===== src/tmr_pkg.sv =====
// Shared constants, types and decoding for the three-channel timer block
package tmr_pkg;

  localparam int unsigned NUM_TIMERS = 3;
  localparam int unsigned ADDR_W     = 4;
  localparam int unsigned DATA_W     = 8;
  localparam int unsigned CNT_W      = 16;
  localparam int unsigned BYTE_W     = 8;

  // Register map
  localparam logic [3:0] ADDR_CTRL_BASE  = 4'h0;
  localparam logic [3:0] ADDR_STATUS     = 4'h3;
  localparam logic [3:0] ADDR_LATCH_BASE = 4'h4;
  localparam logic [3:0] ADDR_MASK       = 4'ha;

  // Reset values
  localparam logic [7:0]  CTRL_RESET   = 8'h00;
  localparam logic [7:0]  MASK_RESET   = 8'h00;
  localparam logic [15:0] LATCH_MAX    = 16'hffff;
  localparam logic [15:0] CNT_RESET    = 16'hffff;
  localparam logic [7:0]  ZERO_BYTE    = 8'h00;
  localparam logic [15:0] ZERO_WORD    = 16'h0000;
  localparam logic [7:0]  BYTE_ONE     = 8'h01;
  localparam logic [15:0] WORD_ONE     = 16'h0001;
  localparam int unsigned STATUS_INT_BIT = 7;
  localparam int unsigned INT_RESET_TIMER = 0;

  // Control register layout, one per timer
  typedef struct packed {
    logic pin_drive_enable;
    logic irq_enable_bit;
    logic mode_variant_bit;
    logic mode_modifier_bit;
    logic mode_group_select;
    logic split_count_select;
    logic clock_source_select;
    logic internal_reset_bit;
  } tmr_ctrl_t;

  typedef enum logic [1:0] {
    TMR_CONTINUOUS  = 2'b00,
    TMR_SINGLE_SHOT = 2'b01,
    TMR_FREQ_CMP    = 2'b10,
    TMR_PULSE_CMP   = 2'b11
  } tmr_mode_t;

  // Mode from group, modifier and variant bits
  function automatic tmr_mode_t tmr_decode_mode(input tmr_ctrl_t c);
    tmr_mode_t m;
    m = TMR_CONTINUOUS;
    if (!c.mode_group_select) begin
      m = c.mode_variant_bit ? TMR_SINGLE_SHOT : TMR_CONTINUOUS;
    end else begin
      m = c.mode_modifier_bit ? TMR_PULSE_CMP : TMR_FREQ_CMP;
    end
    return m;
  endfunction

endpackage


===== src/tmr_sync.sv =====
// Two-stage synchroniser for asynchronous pins
module tmr_sync
  import tmr_pkg::*;
#(
  parameter int unsigned WIDTH     = 1,
  parameter logic        RESET_VAL = 1'b1
) (
  input  wire logic             clk_i,
  input  wire logic             reset_i,
  input  wire logic             ce_i,
  input  wire logic [WIDTH-1:0] async_i,
  output logic      [WIDTH-1:0] sync_o
);

  logic [WIDTH-1:0] stage1_reg;
  logic [WIDTH-1:0] stage1_next;
  logic [WIDTH-1:0] stage2_next;

  always_comb begin
    stage1_next = async_i;
    stage2_next = stage1_reg;
  end

  always_ff @(posedge clk_i) begin
    if (reset_i) begin
      stage1_reg <= {WIDTH{RESET_VAL}};
      sync_o     <= {WIDTH{RESET_VAL}};
    end else if (ce_i) begin
      stage1_reg <= stage1_next;
      sync_o     <= stage2_next;
    end
  end

endmodule


===== src/tmr_core.sv =====
// Three-channel timer: registers, counter initialization, continuous mode
module tmr_core
  import tmr_pkg::*;
#(
  parameter int unsigned N_TMR = NUM_TIMERS
) (
  input  wire logic              clk_i,
  input  wire logic              reset_i,
  input  wire logic              ce_i,
  input  wire logic [ADDR_W-1:0] addr_i,
  input  wire logic [DATA_W-1:0] wdata_i,
  input  wire logic              wr_i,
  input  wire logic              rd_i,
  output logic      [DATA_W-1:0] rdata_o,
  output logic                   irq_o,
  input  wire logic              external_reset_n_i,
  input  wire logic [N_TMR-1:0]  gate_n_i,
  input  wire logic [N_TMR-1:0]  external_count_clock_n_i,
  output logic      [N_TMR-1:0]  timer_wave_pin_o
);

  function automatic logic [ADDR_W-1:0] latch_addr(input int unsigned idx,
                                                   input logic lsb);
    return ADDR_W'(ADDR_LATCH_BASE + ADDR_W'(2 * idx) + ADDR_W'(lsb));
  endfunction

  //////////////////////////////////////////////////////////////////////////
  // Pin synchronisers
  logic              ext_rst_n_s;
  logic [N_TMR-1:0]  gate_n_s;
  logic [N_TMR-1:0]  cnt_clk_n_s;

  tmr_sync #(.WIDTH(1), .RESET_VAL(1'b1)) u_sync_rst (
    .clk_i   (clk_i),
    .reset_i (reset_i),
    .ce_i    (ce_i),
    .async_i (external_reset_n_i),
    .sync_o  (ext_rst_n_s)
  );

  tmr_sync #(.WIDTH(N_TMR), .RESET_VAL(1'b1)) u_sync_gate (
    .clk_i   (clk_i),
    .reset_i (reset_i),
    .ce_i    (ce_i),
    .async_i (gate_n_i),
    .sync_o  (gate_n_s)
  );

  tmr_sync #(.WIDTH(N_TMR), .RESET_VAL(1'b1)) u_sync_clk (
    .clk_i   (clk_i),
    .reset_i (reset_i),
    .ce_i    (ce_i),
    .async_i (external_count_clock_n_i),
    .sync_o  (cnt_clk_n_s)
  );

  //////////////////////////////////////////////////////////////////////////
  // Register file, status flags and interrupt
  tmr_ctrl_t         ctrl_reg   [N_TMR];
  tmr_ctrl_t         ctrl_next  [N_TMR];
  logic [CNT_W-1:0]  latch_reg  [N_TMR];
  logic [CNT_W-1:0]  latch_next [N_TMR];
  logic [CNT_W-1:0]  cnt_reg    [N_TMR];
  logic [N_TMR-1:0]  flag_reg;
  logic [N_TMR-1:0]  flag_next;
  logic [N_TMR-1:0]  mask_reg;
  logic [N_TMR-1:0]  mask_next;
  logic [N_TMR-1:0]  irq_en;
  logic [N_TMR-1:0]  latch_wr;
  logic [DATA_W-1:0] rdata_next;
  logic              irq_next;
  logic              reset_cond;
  wire  [N_TMR-1:0]  init_w;
  wire  [N_TMR-1:0]  timeout_w;

  assign reset_cond = !ext_rst_n_s
                    || ctrl_reg[INT_RESET_TIMER].internal_reset_bit;

  always_comb begin
    flag_next  = flag_reg;
    mask_next  = mask_reg;
    rdata_next = ZERO_BYTE;
    irq_en     = '0;
    latch_wr   = '0;
    if (wr_i && addr_i == ADDR_MASK) begin
      mask_next = wdata_i[N_TMR-1:0];
    end
    if (rd_i && addr_i == ADDR_STATUS) begin
      rdata_next[N_TMR-1:0]      = flag_reg;
      rdata_next[STATUS_INT_BIT] = irq_o;
    end
    if (rd_i && addr_i == ADDR_MASK) begin
      rdata_next[N_TMR-1:0] = mask_reg;
    end
    for (int unsigned i = 0; i < N_TMR; i++) begin
      ctrl_next[i]  = ctrl_reg[i];
      latch_next[i] = latch_reg[i];
      irq_en[i]     = ctrl_reg[i].irq_enable_bit;
      if (wr_i && addr_i == ADDR_W'(ADDR_CTRL_BASE + ADDR_W'(i))) begin
        ctrl_next[i] = tmr_ctrl_t'(wdata_i);
      end
      if (wr_i && addr_i == latch_addr(i, 1'b0)) begin
        latch_next[i][CNT_W-1:BYTE_W] = wdata_i;
      end
      if (wr_i && addr_i == latch_addr(i, 1'b1)) begin
        latch_next[i][BYTE_W-1:0] = wdata_i;
        latch_wr[i]               = 1'b1;
      end
      if (!ext_rst_n_s) begin
        latch_next[i] = LATCH_MAX;
      end
      if (rd_i && addr_i == ADDR_W'(ADDR_CTRL_BASE + ADDR_W'(i))) begin
        rdata_next = ctrl_reg[i];
      end
      if (rd_i && addr_i == latch_addr(i, 1'b0)) begin
        rdata_next = cnt_reg[i][CNT_W-1:BYTE_W];
      end
      if (rd_i && addr_i == latch_addr(i, 1'b1)) begin
        rdata_next = cnt_reg[i][BYTE_W-1:0];
      end
      if (wr_i && addr_i == ADDR_STATUS && wdata_i[i]) begin
        flag_next[i] = 1'b0;
      end
      if (init_w[i]) begin
        flag_next[i] = 1'b0;
      end
      if (timeout_w[i]) begin
        flag_next[i] = 1'b1;
      end
    end
    irq_next = |(flag_next & mask_next & irq_en);
  end

  always_ff @(posedge clk_i) begin
    if (reset_i) begin
      for (int unsigned i = 0; i < N_TMR; i++) begin
        ctrl_reg[i]  <= tmr_ctrl_t'(CTRL_RESET);
        latch_reg[i] <= LATCH_MAX;
      end
      flag_reg <= '0;
      mask_reg <= N_TMR'(MASK_RESET);
      rdata_o  <= ZERO_BYTE;
      irq_o    <= 1'b0;
    end else if (ce_i) begin
      for (int unsigned i = 0; i < N_TMR; i++) begin
        ctrl_reg[i]  <= ctrl_next[i];
        latch_reg[i] <= latch_next[i];
      end
      flag_reg <= flag_next;
      mask_reg <= mask_next;
      rdata_o  <= rdata_next;
      irq_o    <= irq_next;
    end
  end

  //////////////////////////////////////////////////////////////////////////
  // Per-timer counter and wave generation
  for (genvar g = 0; g < N_TMR; g++) begin : g_tmr
    tmr_mode_t        mode;
    logic             gate_d_reg;
    logic             clk_d_reg;
    logic             wave_reg;
    logic             fired_reg;
    logic             gate_d_next;
    logic             clk_d_next;
    logic             wave_next;
    logic             fired_next;
    logic             pin_next;
    logic [CNT_W-1:0] cnt_next;
    logic             gate_fall;
    logic             tick;
    logic             count_en;
    logic             step_w;
    logic             init_l;
    logic             timeout_l;
    logic             synth;
    logic             msb_zero;

    assign mode      = tmr_decode_mode(ctrl_reg[g]);
    assign synth     = !ctrl_reg[g].mode_group_select;
    assign gate_fall = gate_d_reg && !gate_n_s[g];
    assign tick      = ctrl_reg[g].clock_source_select
                     || (clk_d_reg && !cnt_clk_n_s[g]);
    assign count_en  = (mode == TMR_CONTINUOUS) ? !gate_n_s[g] : 1'b1;
    assign step_w    = tick && count_en && !reset_cond;
    assign init_l    = reset_cond
                     || (synth && gate_fall)
                     || (synth && latch_wr[g]
                         && !ctrl_reg[g].mode_modifier_bit);
    assign init_w[g]    = init_l;
    assign timeout_w[g] = timeout_l;

    always_comb begin
      gate_d_next = gate_n_s[g];
      clk_d_next  = cnt_clk_n_s[g];
      cnt_next    = cnt_reg[g];
      wave_next   = wave_reg;
      fired_next  = fired_reg;
      timeout_l   = 1'b0;
      msb_zero    = 1'b0;
      if (init_l) begin
        cnt_next   = latch_next[g];
        wave_next  = 1'b0;
        fired_next = 1'b0;
      end
      if (step_w) begin
        msb_zero = (cnt_next[CNT_W-1:BYTE_W] == ZERO_BYTE);
        if (cnt_next == ZERO_WORD) begin
          timeout_l  = 1'b1;
          cnt_next   = latch_next[g];
          fired_next = 1'b1;
          if (ctrl_reg[g].split_count_select
              && latch_next[g][BYTE_W-1:0] != ZERO_BYTE) begin
            wave_next = 1'b0;
          end else begin
            wave_next = !wave_reg;
          end
        end else if (ctrl_reg[g].split_count_select) begin
          if (cnt_next[BYTE_W-1:0] == ZERO_BYTE) begin
            cnt_next = {BYTE_W'(cnt_next[CNT_W-1:BYTE_W] - BYTE_ONE),
                        latch_next[g][BYTE_W-1:0]};
          end else begin
            cnt_next[BYTE_W-1:0] =
              BYTE_W'(cnt_next[BYTE_W-1:0] - BYTE_ONE);
          end
          if (msb_zero) begin
            wave_next = 1'b1;
          end
        end else begin
          cnt_next = CNT_W'(cnt_next - WORD_ONE);
        end
      end
      if (mode == TMR_SINGLE_SHOT) begin
        pin_next = !fired_next && latch_next[g] != ZERO_WORD;
      end else begin
        pin_next = wave_next;
      end
      pin_next = pin_next && ctrl_reg[g].pin_drive_enable;
    end

    always_ff @(posedge clk_i) begin
      if (reset_i) begin
        gate_d_reg          <= 1'b1;
        clk_d_reg           <= 1'b1;
        cnt_reg[g]          <= CNT_RESET;
        wave_reg            <= 1'b0;
        fired_reg           <= 1'b0;
        timer_wave_pin_o[g] <= 1'b0;
      end else if (ce_i) begin
        gate_d_reg          <= gate_d_next;
        clk_d_reg           <= clk_d_next;
        cnt_reg[g]          <= cnt_next;
        wave_reg            <= wave_next;
        fired_reg           <= fired_next;
        timer_wave_pin_o[g] <= pin_next;
      end
    end

    a_init_loads_latch: assert property (
      @(posedge clk_i) disable iff (reset_i)
      ce_i && init_l && !step_w |=> cnt_reg[g] == latch_reg[g])
      else $error("Counter not loaded from latch on initialization");

    a_init_clears_flag: assert property (
      @(posedge clk_i) disable iff (reset_i)
      ce_i && init_l && !timeout_l |=> !flag_reg[g])
      else $error("Flag not cleared by initialization");

    a_reset_holds_preset: assert property (
      @(posedge clk_i) disable iff (reset_i)
      ce_i && reset_cond |=> cnt_reg[g] == latch_reg[g])
      else $error("Reset condition did not preset the counter");

    a_timeout_sets_flag: assert property (
      @(posedge clk_i) disable iff (reset_i)
      ce_i && step_w && !init_l && cnt_reg[g] == ZERO_WORD
      |=> flag_reg[g] && cnt_reg[g] == latch_reg[g])
      else $error("Time-out did not set flag and reload");

    a_latch_write_init: assert property (
      @(posedge clk_i) disable iff (reset_i)
      ce_i && mode == TMR_CONTINUOUS && wr_i && !reset_cond
      && addr_i == latch_addr(g, 1'b1)
      && !ctrl_reg[g].mode_modifier_bit && !step_w
      |=> cnt_reg[g] == latch_reg[g])
      else $error("Latch write did not initialize the counter");

    a_gate_high_holds: assert property (
      @(posedge clk_i) disable iff (reset_i)
      ce_i && mode == TMR_CONTINUOUS && gate_n_s[g] && !init_l
      |=> $stable(cnt_reg[g]))
      else $error("Counter moved with gate high");

    a_count_decrements: assert property (
      @(posedge clk_i) disable iff (reset_i)
      ce_i && step_w && !init_l && !ctrl_reg[g].split_count_select
      && cnt_reg[g] != ZERO_WORD
      |=> cnt_reg[g] == CNT_W'($past(cnt_reg[g]) - WORD_ONE))
      else $error("Counter did not decrement by one");

    a_split_reload: assert property (
      @(posedge clk_i) disable iff (reset_i)
      ce_i && step_w && !init_l && ctrl_reg[g].split_count_select
      && cnt_reg[g] != ZERO_WORD
      && cnt_reg[g][BYTE_W-1:0] == ZERO_BYTE
      |=> cnt_reg[g][BYTE_W-1:0] == latch_reg[g][BYTE_W-1:0]
      && cnt_reg[g][CNT_W-1:BYTE_W] ==
         BYTE_W'($past(cnt_reg[g][CNT_W-1:BYTE_W]) - BYTE_ONE))
      else $error("Split low byte reload or high byte step wrong");

    a_pin_masked: assert property (
      @(posedge clk_i) disable iff (reset_i)
      ce_i && !ctrl_reg[g].pin_drive_enable |=> !timer_wave_pin_o[g])
      else $error("Wave pin driven while pin drive disabled");

    a_gate_edge_once: assert property (
      @(posedge clk_i) disable iff (reset_i)
      ce_i && gate_fall |=> !gate_fall)
      else $error("One gate edge recognised twice");
  end

endmodule


===== config.mk =====
export PLATFORM = sky130hd
export DESIGN_NAME = tmr_core
export DESIGN_NICKNAME = d
export VERILOG_FILES = /design/src/tmr_pkg.sv /design/src/tmr_sync.sv /design/src/tmr_core.sv
export SDC_FILE = /design/constraint.sdc
export NUM_CORES = 1
export LEC_CHECK = 0
export ABC_AREA = 1
export BUFFER_PORTS_ARGS = -buffer_cell sky130_fd_sc_hd__buf_2
export CORE_MARGIN = 2
export CORE_UTILIZATION = 40
export CTS_CLUSTER_SIZE = 8
export DETAILED_ROUTE_END_ITERATION = 10
export GPL_TIMING_DRIVEN = 0
export PLACE_DENSITY_LB_ADDON = 0.12
export SYNTH_ARGS = -nofsm -noshare
export SYNTH_HDL_FRONTEND = slang
export SYNTH_HIERARCHICAL = 1
export SYNTH_SLANG_ARGS = --single-unit

===== constraint.sdc =====
create_clock -name clk_i -period 6.1 [get_ports clk_i]
set_input_delay 0.61 -clock clk_i [delete_from_list [all_inputs] [get_ports clk_i]]
set_output_delay 0.61 -clock clk_i [all_outputs]
set_load 0.01 [all_outputs]

Word level (Yosys, flattened, before mapping). Memories as Yosys holds them, arrays and structs flattened. Cells that the tools add are included.

Input bits: 24. RAM bits: 120. Register bits: 44. Word-level logic and storage cells: 283. Output and inout bits: 12. Memories: 3.

Memories: cnt_reg (words 3, width 16, rd ports 3, clocked after memory_dff 0, wr ports 3, line tmr_core.sv:63) `logic [CNT_W-1:0] cnt_reg [N_TMR];`; latch_reg (words 3, width 16, rd ports 3, clocked after memory_dff 0, wr ports 3, line tmr_core.sv:61) `logic [CNT_W-1:0] latch_reg [N_TMR];`; ctrl_reg (words 3, width 8, rd ports 3, clocked after memory_dff 0, wr ports 3, line tmr_core.sv:59) `tmr_ctrl_t ctrl_reg [N_TMR];`.

Add/sub/neg operators: 9. Equal/unequal tests: 13. Reduce and logical (&&, ||, !) cells: 105. Muxes and demuxes: 117. Bitwise logic cells: 11.

Operators by type and width (count): 2-to-1 mux 16 bit (21); 2-to-1 mux 8 bit (27); 2-to-1 mux 1 bit (63); logical AND 1 bit (55); logical NOT 16 bit (3); logical NOT 8 bit (6); nonzero test 16 bit (3); subtractor 16 x 1 -> 16 bit (second input constant) (3); subtractor 8 x 1 -> 8 bit (second input constant) (6); nonzero test 8 bit (3); logical NOT 1 bit (20); equality test 4 x 3 -> 1 bit (second input constant) (4); equality test 4 bit (second input constant) (3); logical OR 1 bit (10); 2-to-1 mux 3 bit (3); bitwise OR 1 bit (9); equality test 4 x 2 -> 1 bit (second input constant) (2); bitwise AND 3 bit (2); equality test 2 x 1 -> 1 bit (second input constant) (3); logical NOT 2 bit (3); 2-to-1 mux 2 bit (3); equality test 4 x 1 -> 1 bit (second input constant) (1); logical NOT 4 bit (1); OR reduction 3 bit (1).

Longest topological paths before layout.
Word-level depth: 14. Mapped depth: 21. Mapped depth without buffers: 21.

Hierarchy. Netlist, hierarchy kept.

Modules (own cells, without submodules): tmr_core (times used 1, cells an instance 1762, area an instance 11661.2 um2, sequential area each 4204.0 um2); tmr_sync at u_sync_clk ... (times used 2, cells an instance 26, area an instance 202.7 um2, sequential area each 120.1 um2); tmr_sync at u_sync_rst (times used 1, cells an instance 10, area an instance 72.6 um2, sequential area each 40.0 um2).

Worst setup path after synthesis. No wires, ideal clock.

Kind: input to register. Start point: input ce_i. End point: memory cnt_reg[0][0], enable pin. Data required time: 5602 ps. Slack: 2073 ps. Stages: 3. Setup time: 498 ps. Arrival time: 3529 ps. Path buffers: 1. Path through: nor2_1 inv_1 clkbuf_1.

RTL lines: from (decl) (line tmr_core.sv:9) `input wire logic ce_i,`; to (decl) (line tmr_core.sv:63).

==> flow_summary.ini <==
[critical_path]
worstPathRequired_ps = 6310
path_buf_inv = 3
endpoint_kind = flip-flop
arrival_ps = 4160
path_class = flip-flop to flip-flop
path_cells = buf_2 > buf_2 > buf_2 > o21ai_0 > nor2_1 > nand2_1 > nand2_1 > ha_1 > nand3_1 > nor2_1 > nand2_1 > nand3_1 > nand2_1 > nand2_1 > nand2_1 > nand2_1 > nand3_1 > nand2_1 > nand2_1
crit_path_frequent_cell = nand2_1
cp-start-kind = flip-flop
slowest_stage = dfxtp_1
critPathMaxStageDelay_ps = 470
crit_family = simple AND/OR/NAND/NOR gates
cp_max_fo = 10

[synthesis]
syn-num-nets = 1860
syn_avg_cell_area_sq_um = 6.66
ys_ff_latch = 164
synth_top_family_by_area = simple AND/OR/NAND/NOR gates
synthCells = 1824
synth_seq_area_share_pct = 36.9
synth-compound-area-share_pct = 9.99
syn_area_sq_mm = 0.0121
ys_async_sr_fraction_pct = 0
yosys-mux-area-fraction_pct = 0
synth_warnings = 6
synthAdderAreaFrac_pct = 1.24
synthDistinctLibCells = 46
synth_ff_type = edfxtp_1
synth_xor_xnor_area_share_pct = 1.44
synth_enable_flop_cells = 120
yosys.area_share.simple_pct = 40.9

[final_layout]
nets = 1912
syn2layout_area_growth_pct = 10.0
fin_util_pct = 44.8
final_common_cell = nand2_1
fin_area_sq_mm = 0.0134
layout-drive-gt1-share_pct = 9.58
final_cell_mix = nand2_1, nand3_1, inv_1

[drt]
via_count = 12488
wl_per_cell_um = 19.8
drt_iter0_markers = 1313
routed_wl_um = 45100
drc_errors = 0
vias_per_cell = 5.48
dr.pass1.iters = 6
drtAntennaViolNets = 0

[clock_tree]
cts_buffers = 17
clk_path_buf_depth = 2
cts_root_buf = clkbuf_16
cts_htree_levels = 4
cts.clk_slew.worst_paths_ps = 70
post_cts_resized = 0
cts_setup_buffers = 0
insertion_delay_ps = 450
cts_sinks = 164
cts_tree = yes
ctsHoldBuffers = 0

[place]
place_ws_ps = 2160
gp_congestion = 0.928
hpwl_um = 33900
dpl-instance-area_sq_mm = 0.0128
io_buffers = 32

[status]
status = complete, no violations

[die]
fp.dieArea_sq_mm = 0.0318
core_sq_mm = 0.0298
num_rows = 63
die_h_um = 178
ios = 36
die_x_um = 178
start_util_pct = 40.7

[power]
p_leak_nw = 6.28
total_power_mw = 2.85
power_density_mw_per_mm2 = 214
ir_drop_mv = 0.187

[sta]
slew_violations = 0
fin_skew_ps = 14.1
fin_tns_setup_ps = 0
hold_viol = 0
setup_viol = 0
slew_headroom_pct = 3.89
rsz0062_at_grt = no
fin_crit_ps = 3950
finalWorstSetupSlack_ps = 2150
fin_crit_sh_pct = 64.8
worst_pin_slew_ps = 1430
fmax_mhz = 253

[grt]
grt_start_max_net_pins = 59
grt_use_total_pct = 29.1
overflow = 0
grt_pass1_wl_um = 69100
grt-busiest-layer = met2
grt_pass1_vias = 11756
met3_usage_pct = 4.99
grt_antenna_before_repair = 1
met1_usage_pct = 38.9
grt_use_met2_pct = 47.1

[worst_hold_path]
worstHoldPathType = input port to flip-flop

[job]
maxCapViolations = 0
## worst reg2reg max path, stage by stage (launching register included)
cell,delay [ps]
dfxtp_1,470
buf_2,360
buf_2,360
buf_2,440
o21ai_0,180
nor2_1,290
nand2_1,90
nand2_1,160
ha_1,210
nand3_1,80
nor2_1,320
nand2_1,180
nand3_1,150
nand2_1,60
nand2_1,50
nand2_1,40
nand2_1,50
nand3_1,120
nand2_1,80
nand2_1,40
## cells by family after synthesis
group                    after synthesis
adder cells (fa/ha/maj)               12
XOR/XNOR                              20
AND/OR/NAND/NOR                     1123
buffers and inverters                285
flip-flops                           164
AO/OA/AOI/OAI                        220
## through the flow
step / cells / hold slack [ps]
6_report: 2280 / 377
5_1_grt: 2280 / 387
4_1_cts: 2279 / 370
3_5_place_dp: 2247 / 438
3_3_place_gp: 2246 / 433
2_1_floorplan: 1824 / 426
## area by class of cell
cell class | count | area (sq um)
clock inverters | 10 | 70.1
fillers | 3165 | 16400
multi-input cells | 1375 | 6500
flip-flops and latches | 164 | 4480
diodes | 1 | 2.50
repair buffers | 33 | 188
well taps | 390 | 488
clock buffers | 22 | 464
inverters | 225 | 847
plain buffers | 60 | 310
## path summary, 6_finish.rpt
kind / end / cells after the start / slack [ps] / start
max reg2reg: cnt_reg[0][14] / 19 / 2150 / u_sync_rst/sync_o
min: u_sync_gate/stage1_reg[2] / 3 / 380 / gate_n_i[2]
min reg2reg: timer_wave_pin_o[2] / 2 / 450 / timer_wave_pin_o[2]
max: cnt_reg[0][14] / 19 / 2150 / u_sync_rst/sync_o
## cells in the mapped netlist (4+ instances only)
cell type | count | area share [%]
a21oi_1 | 52 | 2.1
a31oi_1 | 5 | 0.26
buf_2 | 14 | 0.58
buf_6 | 7 | 0.65
clkbuf_1 | 34 | 1.1
clkinv_1 | 5 | 0.15
dfxtp_1 | 44 | 7.3
edfxtp_1 | 120 | 30
ha_1 | 12 | 1.2
inv_1 | 194 | 6.0
inv_2 | 25 | 0.77
nand2_1 | 640 | 20
nand2_2 | 25 | 1.3
nand2_4 | 7 | 0.65
nand3_1 | 217 | 8.9
nand3_2 | 6 | 0.49
nand3b_1 | 4 | 0.25
nand4_1 | 29 | 1.5
nor2_1 | 145 | 4.5
nor2_2 | 9 | 0.46
nor2_4 | 11 | 1.0
nor3_1 | 18 | 0.74
nor4_1 | 4 | 0.21
o211ai_1 | 11 | 0.68
o21ai_0 | 81 | 3.3
o21ai_1 | 39 | 1.6
o22ai_1 | 14 | 0.72
xor2_1 | 20 | 1.4
## metal layers
layer / wire, um / vias to the layer above
met5: 0 / -
met4: 1490 / 0
met3: 3460 / 82
li1: - / 6078
met2: 20500 / 482
met1: 19600 / 5846
## power breakdown
part / internal [mW] / switching (mW) / leakage [nW]
clock network: 0.547 / 0.499 / 0.271
logic: 0.139 / 0.398 / 4.68
registers: 1.24 / 0.0283 / 1.33
No activity file was read; power rests on OpenSTA's default activity.
